File: src/hdl/rpmc_defines.vh
// Constants for the reset and power-mode controller
`ifndef RPMC_DEFINES_VH
`define RPMC_DEFINES_VH

// Register addresses
`define RPMC_ADDR_INT_EN0      8'h30
`define RPMC_ADDR_INT_EN1      8'h31
`define RPMC_ADDR_STAT1_RO     8'h41
`define RPMC_ADDR_STAT1_SC     8'h44
`define RPMC_ADDR_OSC_CTL      8'h50
`define RPMC_ADDR_CLK_SEL      8'h51
`define RPMC_ADDR_MISC_CTL     8'h52
`define RPMC_ADDR_MODE         8'h53

// Reset values
`define RPMC_RST_INT_EN0       8'hF7
`define RPMC_RST_INT_EN1       8'hFF
`define RPMC_RST_STAT1         8'h04
`define RPMC_RST_OSC_CTL       8'h06
`define RPMC_RST_CLK_SEL       8'h00
`define RPMC_RST_MISC_CTL      8'h00

// Field positions
`define RPMC_BIT_RST_DONE      4
`define RPMC_BIT_TMR_B         3
`define RPMC_BIT_TMR_A         2
`define RPMC_BIT_CLK_OVR       2
`define RPMC_EN1_RD_ONES       8'hE3
`define RPMC_EN0_RD_ONES       8'hC6

// Sequence values
`define RPMC_OSC_SYNC          8'h07
`define RPMC_OSC_PIN_CTL       8'h03
`define RPMC_OSC_KEEP_ON       8'h06
`define RPMC_CLK_SEL_RTC       8'h05
`define RPMC_CLK_SEL_INT_DIV1  8'h00

// Power mode codes
`define RPMC_MODE_NORMAL       3'h0
`define RPMC_MODE_RAM_PRES     3'h1
`define RPMC_MODE_ULP_LCD      3'h2
`define RPMC_MODE_ULP_RTC      3'h3
`define RPMC_MODE_SHUTDOWN     3'h4

// Timing: clock period and times in ns, counts derived
`define RPMC_CLK_NS            8
`define RPMC_RST_PULSE_NS      1000
`define RPMC_STARTUP_NS        20000
`define RPMC_POR_DELAY_NS      10000000
`define RPMC_RST_PULSE_CYC     ((`RPMC_RST_PULSE_NS + `RPMC_CLK_NS - 1) / `RPMC_CLK_NS)
`define RPMC_STARTUP_CYC       (`RPMC_STARTUP_NS / `RPMC_CLK_NS)
`define RPMC_POR_DELAY_CYC     (`RPMC_POR_DELAY_NS / `RPMC_CLK_NS)

`endif

File: src/hdl/rpmc_ctrl.v
// Reset sequencer, interrupt enable/status and RAM preservation clock control
// Summary of operation
// RULE_01: Enable bit 4 gates reset-complete interrupt
// RULE_02: Enable bit 3 gates timer B overflow
// RULE_03: Enable bit 2 gates timer A overflow
// RULE_04: Unused enable bits ignore writes, read one
// RULE_05: Reset state restores every register value
// RULE_06: GPIO high impedance with pull-up in reset
// RULE_07: Interrupt pin held high during reset
// RULE_08: Internal oscillator stopped while in reset
// RULE_09: After reset all enabled except oscillator-fail
// RULE_10: Reset only from power-on or pin
// RULE_11: Start oscillator, then assert interrupt pin
// RULE_12: Host waits, masks, then configures mode
// RULE_13: Power-on holds reset, then release delay
// RULE_14: Minimum pin pulse; startup delay after high
// RULE_15: Normal, RAM preservation, ULP, shutdown modes; code implements only normal and RAM preservation
// RULE_16: Host talks only in normal mode
// RULE_17: RAM preservation clocks from RTC oscillator
// RULE_18: Five-step entry sequence into RAM preservation
// RULE_19: Pin low forces internal oscillator undivided
// RULE_20: Writing 0x06 keeps oscillator enabled
// RULE_21: SPI hosts may tie pin to select
// RULE_22: Entry needs override clear, RTC running
// RULE_23: Self-clearing status at 0x44, bits 4-2
// RULE_24: Interrupt asserted when enabled flag pending
`timescale 1ns/1ps
`include "rpmc_defines.vh"

module rpmc_ctrl #(
   parameter POR_DELAY_CYC = `RPMC_POR_DELAY_CYC    // Power-on release delay in cycles
) (
   input  wire       clock,           // System clock, 125 MHz
   input  wire       rst,             // Synchronous reset, active high
   input  wire       supply_ok,       // Power-on detector, high above threshold
   input  wire       rst_pin_n,       // External reset pin, active low
   input  wire       clk_ctl_pin,     // Clock-control pin from host
   input  wire       rtc_osc_running, // RTC oscillator enabled and running
   input  wire       timer_a_ovf,     // Timer A overflow pulse
   input  wire       timer_b_ovf,     // Timer B overflow pulse
   input  wire [7:0] reg_addr,        // Register address
   input  wire [7:0] reg_wdata,       // Register write data
   input  wire       reg_wr,          // Register write strobe
   input  wire       reg_rd,          // Register read strobe
   output reg  [7:0] reg_rdata_q,     // Register read data
   output reg        int_n_q,         // Interrupt pin, active low
   output reg        gpio_hiz_q,      // GPIO forced to high impedance
   output reg        gpio_pullup_q,   // GPIO weak pull-up enable
   output reg        osc_enable_q,    // Internal oscillator enable
   output reg        sys_clk_rtc_q,   // System clock from RTC oscillator
   output reg  [2:0] power_mode_q,    // Current power mode code
   output reg        dev_ready_q      // Device out of reset and running
);

   // Sequencer states
   localparam [1:0] ST_RESET   = 2'd0;  // Held in reset
   localparam [1:0] ST_POR     = 2'd1;  // Power-on release delay
   localparam [1:0] ST_STARTUP = 2'd2;  // Oscillator starting
   localparam [1:0] ST_RUN     = 2'd3;  // Fully operational

   localparam integer POR_INT   = POR_DELAY_CYC;        // Release delay as integer
   localparam integer START_INT = `RPMC_STARTUP_CYC;    // Startup delay as integer
   localparam integer PULSE_INT = `RPMC_RST_PULSE_CYC;  // Minimum pulse as integer
   localparam [23:0]  POR_CYC   = POR_INT[23:0];        // Sized release delay
   localparam [23:0]  START_CYC = START_INT[23:0];      // Sized startup delay
   localparam [23:0]  PULSE_CYC = PULSE_INT[23:0];      // Sized minimum pulse
   localparam [7:0]   STAT_RST  = `RPMC_RST_STAT1;      // Status reset, full byte

   // Pin synchronisers, three stages each
   wire [2:0] pin_raw = {clk_ctl_pin, rst_pin_n, supply_ok};  // Raw pins
   reg  [2:0] sync1_q;                                        // First stage
   reg  [2:0] sync2_q;                                        // Second stage
   reg  [2:0] sync3_q;                                        // Third stage
   reg  [2:0] pin_q;                                          // Filtered levels

   // Sequencer state
   reg  [1:0]  state_q;        // Current state
   reg  [1:0]  state_d;        // Next state
   reg  [23:0] cnt_q;          // Delay counter
   reg  [23:0] cnt_d;          // Next counter
   reg  [23:0] low_cnt_q;      // Reset pin low duration
   reg         pin_reset_q;    // Qualified pin reset
   reg         por_seen_q;     // Supply was low, release via power-on path

   // Registers
   reg  [3:0] en0_q;           // Enable group zero stored bits 5,4,3,0
   reg  [2:0] en1_q;           // Enable group one bits 4:2
   reg  [2:0] stat_q;          // Status flags bits 4:2
   reg  [7:0] osc_ctl_q;       // Oscillator control
   reg  [7:0] clk_sel_q;       // Clock select
   reg  [7:0] misc_ctl_q;      // Misc control
   reg        ram_pres_q;      // In RAM preservation mode
   reg        clk_pin_prev_q;  // Previous filtered clock-control pin

   wire in_reset   = (state_q == ST_RESET);                       // Reset state
   wire reg_clear  = rst | in_reset;                              // Register reset term
   wire wr_en0     = reg_wr & (reg_addr == `RPMC_ADDR_INT_EN0);   // Write group zero
   wire wr_en1     = reg_wr & (reg_addr == `RPMC_ADDR_INT_EN1);   // Write group one
   wire wr_osc     = reg_wr & (reg_addr == `RPMC_ADDR_OSC_CTL);   // Write osc control
   wire wr_clk     = reg_wr & (reg_addr == `RPMC_ADDR_CLK_SEL);   // Write clock select
   wire wr_misc    = reg_wr & (reg_addr == `RPMC_ADDR_MISC_CTL);  // Write misc control
   wire rd_stat_sc = reg_rd & (reg_addr == `RPMC_ADDR_STAT1_SC);  // Clearing read
   wire clk_rise   = pin_q[2] & ~clk_pin_prev_q;                  // Pin went high
   wire clk_fall   = ~pin_q[2] & clk_pin_prev_q;                  // Pin went low
   wire [7:0] en1_rd = `RPMC_EN1_RD_ONES | {3'b000, en1_q, 2'b00};  // Group one view
   wire [7:0] en0_rd = `RPMC_EN0_RD_ONES
                       | {2'b00, en0_q[3], en0_q[2], en0_q[1], 2'b00, en0_q[0]};  // Group zero view
   wire [7:0] stat_rd = {3'b000, stat_q, 2'b00};                  // Status view
   wire       irq_any = |(stat_q & en1_q);                        // Enabled and pending
   wire       ram_entry_ok;                                        // Entry allowed

   // Three-stage synchroniser; level changes when stages two and three agree
   genvar gi;
   generate
      for (gi = 0; gi < 3; gi = gi + 1) begin : g_sync
         always @(posedge clock) begin
            if (rst) begin
               sync1_q[gi] <= 1'b1;
               sync2_q[gi] <= 1'b1;
               sync3_q[gi] <= 1'b1;
               pin_q[gi]   <= 1'b1;
            end else begin
               sync1_q[gi] <= pin_raw[gi];
               sync2_q[gi] <= sync1_q[gi];
               sync3_q[gi] <= sync2_q[gi];
               // Glitch of one cycle is dropped
               if (sync2_q[gi] == sync3_q[gi]) begin
                  pin_q[gi] <= sync3_q[gi];
               end
            end
         end
      end
   endgenerate

   // Reset pin qualification: short pulses do not force reset
   always @(posedge clock) begin
      if (rst) begin
         low_cnt_q   <= 24'h000000;
         pin_reset_q <= 1'b0;
      end else if (pin_q[1]) begin
         low_cnt_q   <= 24'h000000;
         pin_reset_q <= 1'b0;
      // RULE_14: minimum pulse width
      end else if (low_cnt_q >= PULSE_CYC - 24'h000001) begin
         pin_reset_q <= 1'b1;
      end else begin
         low_cnt_q <= low_cnt_q + 24'h000001;
      end
   end

   // Next state of the reset sequencer
   always @* begin
      state_d = state_q;
      cnt_d   = cnt_q;
      case (state_q)
         ST_RESET: begin
            cnt_d = 24'h000000;
            // RULE_10: exit only when both sources quiet
            if (pin_q[0] & ~pin_reset_q) begin
               state_d = por_seen_q ? ST_POR : ST_STARTUP;
            end
         end
         ST_POR: begin
            // RULE_13: power-on release delay
            if (cnt_q >= POR_CYC - 24'h000001) begin
               state_d = ST_STARTUP;
               cnt_d   = 24'h000000;
            end else begin
               cnt_d = cnt_q + 24'h000001;
            end
         end
         ST_STARTUP: begin
            // RULE_14: startup delay after pin high
            if (cnt_q >= START_CYC - 24'h000001) begin
               state_d = ST_RUN;
               cnt_d   = 24'h000000;
            end else begin
               cnt_d = cnt_q + 24'h000001;
            end
         end
         ST_RUN: begin
            cnt_d = 24'h000000;
         end
         default: begin
            state_d = ST_RESET;
            cnt_d   = 24'h000000;
         end
      endcase
      // RULE_10: supply low or qualified pin reset
      if (~pin_q[0] | pin_reset_q) begin
         state_d = ST_RESET;
         cnt_d   = 24'h000000;
      end
   end

   // Sequencer registers
   always @(posedge clock) begin
      if (rst) begin
         state_q    <= ST_RESET;
         cnt_q      <= 24'h000000;
         por_seen_q <= 1'b1;
      end else begin
         state_q <= state_d;
         cnt_q   <= cnt_d;
         // RULE_13: supply dip selects power-on path
         if (~pin_q[0]) begin
            por_seen_q <= 1'b1;
         end else if (state_q == ST_POR) begin
            por_seen_q <= 1'b0;
         end
      end
   end

   // Interrupt enable registers
   always @(posedge clock) begin
      // RULE_05: reset state restores values
      if (reg_clear) begin
         // RULE_09: all on except oscillator-fail
         en0_q <= {1'b1, 1'b1, 1'b0, 1'b1};
         en1_q <= 3'b111;
      end else begin
         if (wr_en0) begin
            en0_q <= {reg_wdata[5], reg_wdata[4], reg_wdata[3], reg_wdata[0]};
         end
         // RULE_04: only bits 4:2 stored
         if (wr_en1) begin
            en1_q <= reg_wdata[4:2];
         end
      end
   end

   // Status flags; a new event beats a clearing read in the same cycle
   always @(posedge clock) begin
      if (reg_clear) begin
         stat_q <= STAT_RST[4:2];
      end else begin
         // RULE_23: read of 0x44 clears flags
         if (rd_stat_sc) begin
            stat_q <= 3'b000;
         end
         // RULE_11: ready flag on reaching run
         if (state_q == ST_STARTUP && state_d == ST_RUN) begin
            stat_q[2] <= 1'b1;
         end
         if (timer_b_ovf) begin
            stat_q[1] <= 1'b1;
         end
         if (timer_a_ovf) begin
            stat_q[0] <= 1'b1;
         end
      end
   end

   // RULE_22: override clear and RTC running
   assign ram_entry_ok = ~misc_ctl_q[`RPMC_BIT_CLK_OVR] & rtc_osc_running;

   // Clock control registers and RAM preservation mode
   always @(posedge clock) begin
      if (reg_clear) begin
         osc_ctl_q      <= `RPMC_RST_OSC_CTL;
         clk_sel_q      <= `RPMC_RST_CLK_SEL;
         misc_ctl_q     <= `RPMC_RST_MISC_CTL;
         ram_pres_q     <= 1'b0;
         clk_pin_prev_q <= pin_q[2];
      end else begin
         clk_pin_prev_q <= pin_q[2];
         if (wr_osc) begin
            osc_ctl_q <= reg_wdata;
         end
         if (wr_misc) begin
            misc_ctl_q <= reg_wdata;
         end
         if (ram_pres_q) begin
            // RULE_19: pin low returns to internal oscillator
            if (clk_fall) begin
               ram_pres_q <= 1'b0;
               clk_sel_q  <= `RPMC_CLK_SEL_INT_DIV1;
            end
         end else begin
            if (wr_clk) begin
               clk_sel_q <= reg_wdata;
            end
            // RULE_18: pin rising completes entry
            if (clk_rise && osc_ctl_q == `RPMC_OSC_PIN_CTL
                && clk_sel_q == `RPMC_CLK_SEL_RTC && ram_entry_ok) begin
               ram_pres_q <= 1'b1;
            end
         end
      end
   end

   // Pin and clock outputs
   always @(posedge clock) begin
      if (rst) begin
         int_n_q       <= 1'b1;
         gpio_hiz_q    <= 1'b1;
         gpio_pullup_q <= 1'b1;
         osc_enable_q  <= 1'b0;
         sys_clk_rtc_q <= 1'b0;
         power_mode_q  <= `RPMC_MODE_NORMAL;
         dev_ready_q   <= 1'b0;
      end else begin
         // RULE_06: GPIO released only when running
         // Same state term as ready, so both change together
         gpio_hiz_q    <= (state_q != ST_RUN);
         gpio_pullup_q <= (state_q != ST_RUN);
         // RULE_07: interrupt high outside run
         // RULE_24: asserted when enabled flag pending
         // RULE_01: reset-complete gated by enable
         // RULE_02: timer B gated by enable
         // RULE_03: timer A gated by enable
         int_n_q <= ~((state_q == ST_RUN) & irq_any);
         // RULE_08: oscillator stopped in reset and power-on wait
         // RULE_11: oscillator starts before interrupt
         // RULE_17: RAM preservation stops oscillator
         // RULE_20: keep-on value holds oscillator running
         osc_enable_q  <= (state_d == ST_STARTUP || state_d == ST_RUN)
                          && (~ram_pres_q || osc_ctl_q == `RPMC_OSC_KEEP_ON);
         sys_clk_rtc_q <= (state_q == ST_RUN) & ram_pres_q;
         // RULE_15: mode code reports current power mode
         power_mode_q  <= ram_pres_q ? `RPMC_MODE_RAM_PRES : `RPMC_MODE_NORMAL;
         dev_ready_q   <= (state_q == ST_RUN);
      end
   end

   // Read data register; unmapped addresses read zero
   // RULE_16: full-rate access in normal mode
   always @(posedge clock) begin
      if (rst) begin
         reg_rdata_q <= 8'h00;
      end else if (reg_rd) begin
         case (reg_addr)
            `RPMC_ADDR_INT_EN0:  reg_rdata_q <= en0_rd;
            // RULE_04: unused bits read one
            `RPMC_ADDR_INT_EN1:  reg_rdata_q <= en1_rd;
            `RPMC_ADDR_STAT1_RO: reg_rdata_q <= stat_rd;
            `RPMC_ADDR_STAT1_SC: reg_rdata_q <= stat_rd;
            `RPMC_ADDR_OSC_CTL:  reg_rdata_q <= osc_ctl_q;
            `RPMC_ADDR_CLK_SEL:  reg_rdata_q <= clk_sel_q;
            `RPMC_ADDR_MISC_CTL: reg_rdata_q <= misc_ctl_q;
            `RPMC_ADDR_MODE:     reg_rdata_q <= {5'b00000, power_mode_q};
            default:             reg_rdata_q <= 8'h00;
         endcase
      end
   end

endmodule

File: config.mk
export PLATFORM = sky130hd
export DESIGN_NAME = rpmc_ctrl
export DESIGN_NICKNAME = d
export VERILOG_FILES = /design/src/hdl/rpmc_ctrl.v
export VERILOG_INCLUDE_DIRS = /design/src /design/src/hdl
export SDC_FILE = /design/constraint.sdc
export NUM_CORES = 1
export LEC_CHECK = 0
export BUFFER_PORTS_ARGS = -buffer_cell sky130_fd_sc_hd__buf_2
export CAP_MARGIN = 40
export CORE_MARGIN = 10
export CORE_UTILIZATION = 35
export CTS_CLUSTER_DIAMETER = 80
export CTS_CLUSTER_SIZE = 25
export DETAILED_ROUTE_END_ITERATION = 8
export GPL_ROUTABILITY_DRIVEN = 0
export SKIP_LAST_GASP = 1
export SLEW_MARGIN = 20
export SYNTH_ARGS = -nofsm -noshare
export SYNTH_HDL_FRONTEND = slang
export SYNTH_SLANG_ARGS = --single-unit
File: constraint.sdc
create_clock -name clock -period 2.8 [get_ports clock]
set_input_delay 0.14 -clock clock [delete_from_list [all_inputs] [get_ports clock]]
set_output_delay 0.14 -clock clock [all_outputs]
set_load 0.005 [all_outputs]
==> impl_results.md, run 1 <==
* Drt total wl at roughly 11000 µm
* Main flop type after synthesis: sky130_fd_sc_hd__dfxtp_1
* Count of different cell masters after synthesis at 65
* Critical path class: register to register
* Final Net Count at 580
* Hold Path End: misc_ctl_q[1]
* Starting Density at 0.362
* Drt first pass iters at 4
* Clock tree from TritonCTS: yes
* Global-route wire length before repair at 17800 µm
* H-tree level count at 4
* Number of synthesized flops with an enable pin at 0
* Number of buffers created by CTS at 17
* Pin count of the biggest net entering global routing at 27
* Worst reg2reg startpoint: cnt_q[0]
* Average detailed-routed wire length per instance at 14.3 µm
* Post-synthesis sequential area ratio at 0.496
* Dominant cell by count in the synthesized netlist: sky130_fd_sc_hd__dfxtp_1
* Routed vias/inst at 5.07
* Post-route design area at 5640 µm²
* Count of port buffers added during placement at 40
* Vertical die dimension at 135 µm
* Number of standard cells after synthesis at 500
* Start point of the critical path: cnt_q[0]
* Final number of hold-violating endpoints at 0
* Fraction of met3 tracks used by global routing at 0.0345
* All-layer global routing usage at 0.120
* Hold Path Origin: reg_wdata[1]
* Arrival time at the worst endpoint at around 2.5 ns
* #FFs+latches synth at 114
* Core outline area at 12700 µm²
* Worst-Margin Slew at between 0.7 and 0.8 ns
* Setup repair after global routing missed its margin: no
* Number of global-route vias before repair at 3629
* Final Core Density at 0.444
* Depth of the most critical reg-to-reg path at 7
* Status: finished clean
* Final routed DRC violation total at 0
* Number of top-level pins at 43
* Largest fanout on the critical path at 21
* Total grt overflow at 0
* Commonest cells in the synthesized netlist: sky130_fd_sc_hd__dfxtp_1, sky130_fd_sc_hd__nor2_1, sky130_fd_sc_hd__nand2_1, sky130_fd_sc_hd__nand3_1, sky130_fd_sc_hd__a21oi_1
* Worst hold slack after final layout at around 0.025 ns
* Met1 capacity usage during global routing at 0.149
* Synth warn at 0
* Share of synthesized flip-flops with an asynchronous set or reset at 0
* Power density of the placed cells at 711 nW/µm²
* Biggest area consumer among synthesized cells: sky130_fd_sc_hd__dfxtp_1
* Synth-to-Final Area Change at 22.7%
* Number of antenna violations at the first check in global routing at 0
* Number of setup violations in the final report at 0
* Width of the die at 135 µm
* Met2 demand-to-capacity share in global routing at 0.188
* Netlist area before placement at approximately 4600 µm²
* Clock network latency to the later pin of the worst-skew pair at 0.40 ns
* Buffer type at the clock tree root: sky130_fd_sc_hd__clkbuf_16
* CTS clock-pin slew for the worst setup and hold paths at around 0.060 ns
* Area fraction of the dominant cell type after synthesis at 0.496
* Worst endpoint required time at 3.09 ns
* Number of buffers on the longest clock path at 2
* Worst IR Drop VDD at 0.000394 V
* Critical register-to-register path endpoint: cnt_q[10]
* Final count of pins violating max slew at 0
* Max Clock Freq at 452 MHz
* Path category of the worst min-delay check: input port to register
* Number of fill cells in the layout at 1266
* CP startpoint kind: register
* Skew final at 0.00718 ns
* Post-placement worst setup slack at 0.623 ns
* HPWL after detailed placement at 7530 µm
* Final worst-path cycle share at 0.790
* Number of resized instances in the post-cts repair step at 0
* Number of antenna cells inserted at 0
* Ratio of cells with drive above 1 in the final layout at 0.179
* Post-synthesis average cell area at 9.20 µm²
* Max-cap check violation count at 0
* Iteration-0 DRC Markers at 253
* Antenna-violating nets left at 0
* Kind of capture point of the worst setup path: register
* Synth top area cells: sky130_fd_sc_hd__dfxtp_1, sky130_fd_sc_hd__nor2_1, sky130_fd_sc_hd__nand2_1
* Number of clock sinks at ~110
* Busiest grt layer: met2
* Via Count at about 3700
* Worst hold path stage count at 3
* Setup TNS at 0 ns
* Crit path time final at 2.21 ns
* Leakage power at 2.16 nW
* Full die area at about 18000 µm²
* Row count at 41
* Post-Place Cell Area at 4950 µm²
* Post-CTS setup-driven buffer insertion count at 0
* Slack of the worst reg-to-reg path at 0.59 ns
* Worst slew margin at 0.489
* Final WS setup at 0.589 ns
[worst max-delay path: stages (launching register included)]
cell,delay [ns]
sky130_fd_sc_hd__dfxtp_1,0.38
sky130_fd_sc_hd__ha_1,0.26
sky130_fd_sc_hd__nand3_1,0.14
sky130_fd_sc_hd__a2111o_1,0.43
sky130_fd_sc_hd__a31oi_1,0.32
sky130_fd_sc_hd__a2bb2oi_1,0.20
sky130_fd_sc_hd__buf_4,0.27
sky130_fd_sc_hd__nor2_1,0.08
[cell families after synthesis]
family / synth area share
AOI/OAI and AO/OA: 0.128
xor gates and xnor gates: 0.0381
adders and majority gates: 0.00816
buffers and inverters: 0.0315
DFF: 0.496
muxes: 0.0220
other: 0.000815
and+or+nand+nor: 0.275
[worst max path at each step]
stage                            to  cells after the start  slack [ns]
after floorplan           cnt_q[20]                      7        0.83
after global placement     cnt_q[6]                      7        0.73
after detailed placement   cnt_q[8]                      7        0.62
after CTS                 cnt_q[10]                      7        0.60
after global routing       cnt_q[8]                      7        0.36
final                     cnt_q[10]                      7        0.59
[cells in the final DEF, fill, tap and decap left out, drive strengths merged, types with 7 or more instances in the layout]
master,n
a21oi,26
a22o,8
a22oi,15
a31oi,7
and2,20
buf,45
clkbuf,19
dfxtp,114
dlygate4sd3,7
inv,11
mux2i,9
nand2,47
nand3,34
nand4,10
nor2,61
nor3,9
or2,11
xor2,15
[where the power goes]
part           leakage, nW  internal [W]  switching [W]
logic                0.953     0.0000590       0.000102
clock network        0.283       0.00144       0.000742
registers            0.923       0.00165      0.0000161
total                 2.16       0.00315       0.000860
[through the flow]
stage	total power, W	instances
floorplan	0.00179	504
global placement	0.00185	696
detailed placement	0.00185	696
CTS	0.00407	735
global route	0.00415	736
finish	0.00401	736
[per-layer routing]
metal  up-vias  part of all wire
li1       1873                 -
met1      1763              0.47
met2        85              0.47
met3        14             0.046
met4         0             0.012
met5         -                 0
[area by class of cell]
type	count	area, µm²	area share
clock buffer	19	453	0.0803
clock inverter	13	159	0.0282
inverter	10	37.5	0.00665
multi-input combinational	356	2190	0.388
sequential	114	2280	0.404
tap	172	215	0.0381
timing repair buffer	52	308	0.0545
[timing repair]
action,in CTS,in global routing
endpoints found under the setup margin,0,0
hold buffers,7,0
hold endpoints to repair,8,0
[state kept, by name (all words and copies together) (netlist names), 2 cells and up]
signal,cells
stat_q,3
low_cnt_q,24
en0_q,4
en1_q,3
misc_ctl_q,8
clk_sel_q,8
pin_q,3
cnt_q,24
osc_ctl_q,8
sync2_q,3
sync1_q,3
reg_rdata_q,8
state_q,2
sync3_q,3
Power figures use the tool's default switching activity.
==> run 2: changes to the inputs <==
- clock period: 2.8 -> 2.1 ns (I/O delays scaled with it)
==> run 2 against run 1 <==
Power is 35% higher. Critical path depth unchanged. Sequential cell count unchanged. Sequential share of layout area shrank 1.2 points. First-iteration DRC count increased by 46%. Core utilization up 1.4 points. Combinational power up 47%. Via count grew 2.1%. Die area did not move. Cell area increased by 3.1%. Wire length grew 4.4%. Critical path type unchanged. Critical endpoint is now cnt_q[4]. Largest cell class unchanged.
==> impl_results.md, run 2 (synthesis results as in run 1) <==
* Status: finished clean
* Number of buffers on the longest clock path at 2
* Hold Path End: power_mode_q[0]
* Largest fanout on the critical path at 10
* Worst slew margin at 0.507
* Synth-to-Final Area Change at 26.5%
* Clock network latency to the later pin of the worst-skew pair at roughly 0.41 ns
* Hold Path Origin: rst
* Setup TNS at 0 ns
* Crit path time final at between 1.5 and 2 ns
* Number of clock sinks at 114
* Setup repair after global routing missed its margin: no
* Antenna-violating nets left at 0
* Starting Density at 0.362
* Final worst-path cycle share at 0.929
* Worst endpoint required time at 2.40 ns
* Critical register-to-register path endpoint: cnt_q[4]
* Skew final at 0.00578 ns
* Final Core Density at 0.457
* Commonest cells after routing, fill and taps aside: sky130_fd_sc_hd__dfxtp_1, sky130_fd_sc_hd__nor2_1, sky130_fd_sc_hd__nand2_1, sky130_fd_sc_hd__buf_2, sky130_fd_sc_hd__nand3_1
* Number of antenna cells inserted at 0
* Drt first pass iters at 5
* Average detailed-routed wire length per instance at 14.5 µm
* All-layer global routing usage at 0.126
* Vertical die dimension at 135 µm
* Worst hold path stage count at 2
* Arrival time at the worst endpoint at 2.26 ns
* Number of antenna violations at the first check in global routing at 0
* Number of fill cells in the layout at between 1000 and 1500
* Leakage power at ~2.3 nW
* Row count at 41
* Worst IR Drop VDD at 0.000582 V
* Post-CTS setup-driven buffer insertion count at 0
* Depth of the most critical reg-to-reg path at 7
* Multi-input gate area in the final layout at 2200 µm²
* Count of port buffers added during placement at 40
* HPWL after detailed placement at approximately 7700 µm
* Routed vias/inst at between 5 and 6
* Critical path class: register to register
* Kind of capture point of the worst setup path: register
* Slack of the worst reg-to-reg path at 0.15 ns
* Worst reg2reg startpoint: cnt_q[0]
* Number of top-level pins at between 40 and 50
* Drt total wl at 11000 µm
* Worst-Margin Slew at about 0.74 ns
* Pin count of the biggest net entering global routing at 27
* Final Net Count at roughly 600
* Number of buffers created by CTS at 17
* Commonest non-fill, non-tap cell in the layout: sky130_fd_sc_hd__dfxtp_1
* Via Count at 3815
* Final number of hold-violating endpoints at 0
* Total grt overflow at 0
* Max Clock Freq at 512 MHz
* Max-cap check violation count at 0
* CTS clock-pin slew for the worst setup and hold paths at 0.05 ns
* Power density of the placed cells at 928 nW/µm²
* Full die area at 18100 µm²
* Clock tree from TritonCTS: yes
* Global-route wire length before repair at 18500 µm
* Core outline area at about 13000 µm²
* Width of the die at 135 µm
* Path category of the worst min-delay check: input port to register
* FF/Latch Area at 2280 µm²
* Number of global-route vias before repair at roughly 3800
* Biggest registers after layout: cnt_q: 24 flops, low_cnt_q: 24 flops
* CP startpoint kind: register
* Final routed DRC violation total at 0
* Iteration-0 DRC Markers at 369
* Buffer type at the clock tree root: sky130_fd_sc_hd__clkbuf_16
* Worst hold slack after final layout at 0.0283 ns
* Final count of pins violating max slew at 0
* Ratio of cells with drive above 1 in the final layout at 0.192
* H-tree level count at 4
* Number of setup violations in the final report at 0
==> run 2: layout make-up <==
| class | count | area share |
|---|---|---|
| sequential | 114 | 0.392 |
| multi-input combinational | 356 | 0.378 |
| timing repair buffer | 71 | 0.0815 |
| clock buffer | 20 | 0.0768 |
| tap | 172 | 0.0370 |
| clock inverter | 12 | 0.0280 |
| inverter | 10 | 0.00645 |
==> run 2: critical path, stage by stage (launching register included) <==
cell and delay [ns]:
sky130_fd_sc_hd__dfxtp_1 0.38, sky130_fd_sc_hd__ha_1 0.18, sky130_fd_sc_hd__nand3_1 0.12, sky130_fd_sc_hd__a2111o_1 0.44
sky130_fd_sc_hd__a31oi_2 0.23, sky130_fd_sc_hd__a2bb2oi_2 0.21, sky130_fd_sc_hd__buf_4 0.21, sky130_fd_sc_hd__nor2_1 0.06
==> run 2: worst max path at each step <==
stage	startpoint	endpoint	slack, ns	depth (start not counted)
detailed placement	cnt_q[0]	cnt_q[5]	0.11	7
global route	cnt_q[0]	cnt_q[4]	0.02	7
global placement	cnt_q[0]	cnt_q[9]	0.16	7
floorplan	cnt_q[0]	cnt_q[20]	0.13	7
finish	cnt_q[0]	cnt_q[4]	0.15	7
CTS	cnt_q[0]	cnt_q[5]	0.09	7
==> run 2: repair_timing <==
item / CTS / global route
hold endpoints to repair: 27 / 0
hold buffers: 15 / 0
resized for setup: 0 / 5
endpoints found under the setup margin: 0 / 21
==> run 2: per-stage QoR <==
step	instance area [µm²]	setup WS, ns	cells	power, W
after floorplan	4620	0.131	504	0.00239
after global placement	5030	0.163	706	0.00247
after detailed placement	5030	0.112	706	0.00248
after CTS	5790	0.0946	753	0.00547
after global routing	5820	0.0237	755	0.00559
final	5820	0.148	755	0.00540
==> run 2: per-layer routing <==
layer	GRT usage	routed length, µm	up-vias
met2	0.199	5170	98
met3	0.0486	656	22
li1	-	-	1908
met4	0.0544	198	0
met5	0	0	-
met1	0.149	4940	1787
==> run 2: power breakdown <==
part	internal [W]	total, W	leakage, nW	switching [W]
clock network	0.00199	0.00294	0.303	0.000947
registers	0.00220	0.00223	0.923	0.0000239
logic	0.0000964	0.000236	1.05	0.000140
total	0.00429	0.00540	2.27	0.00111
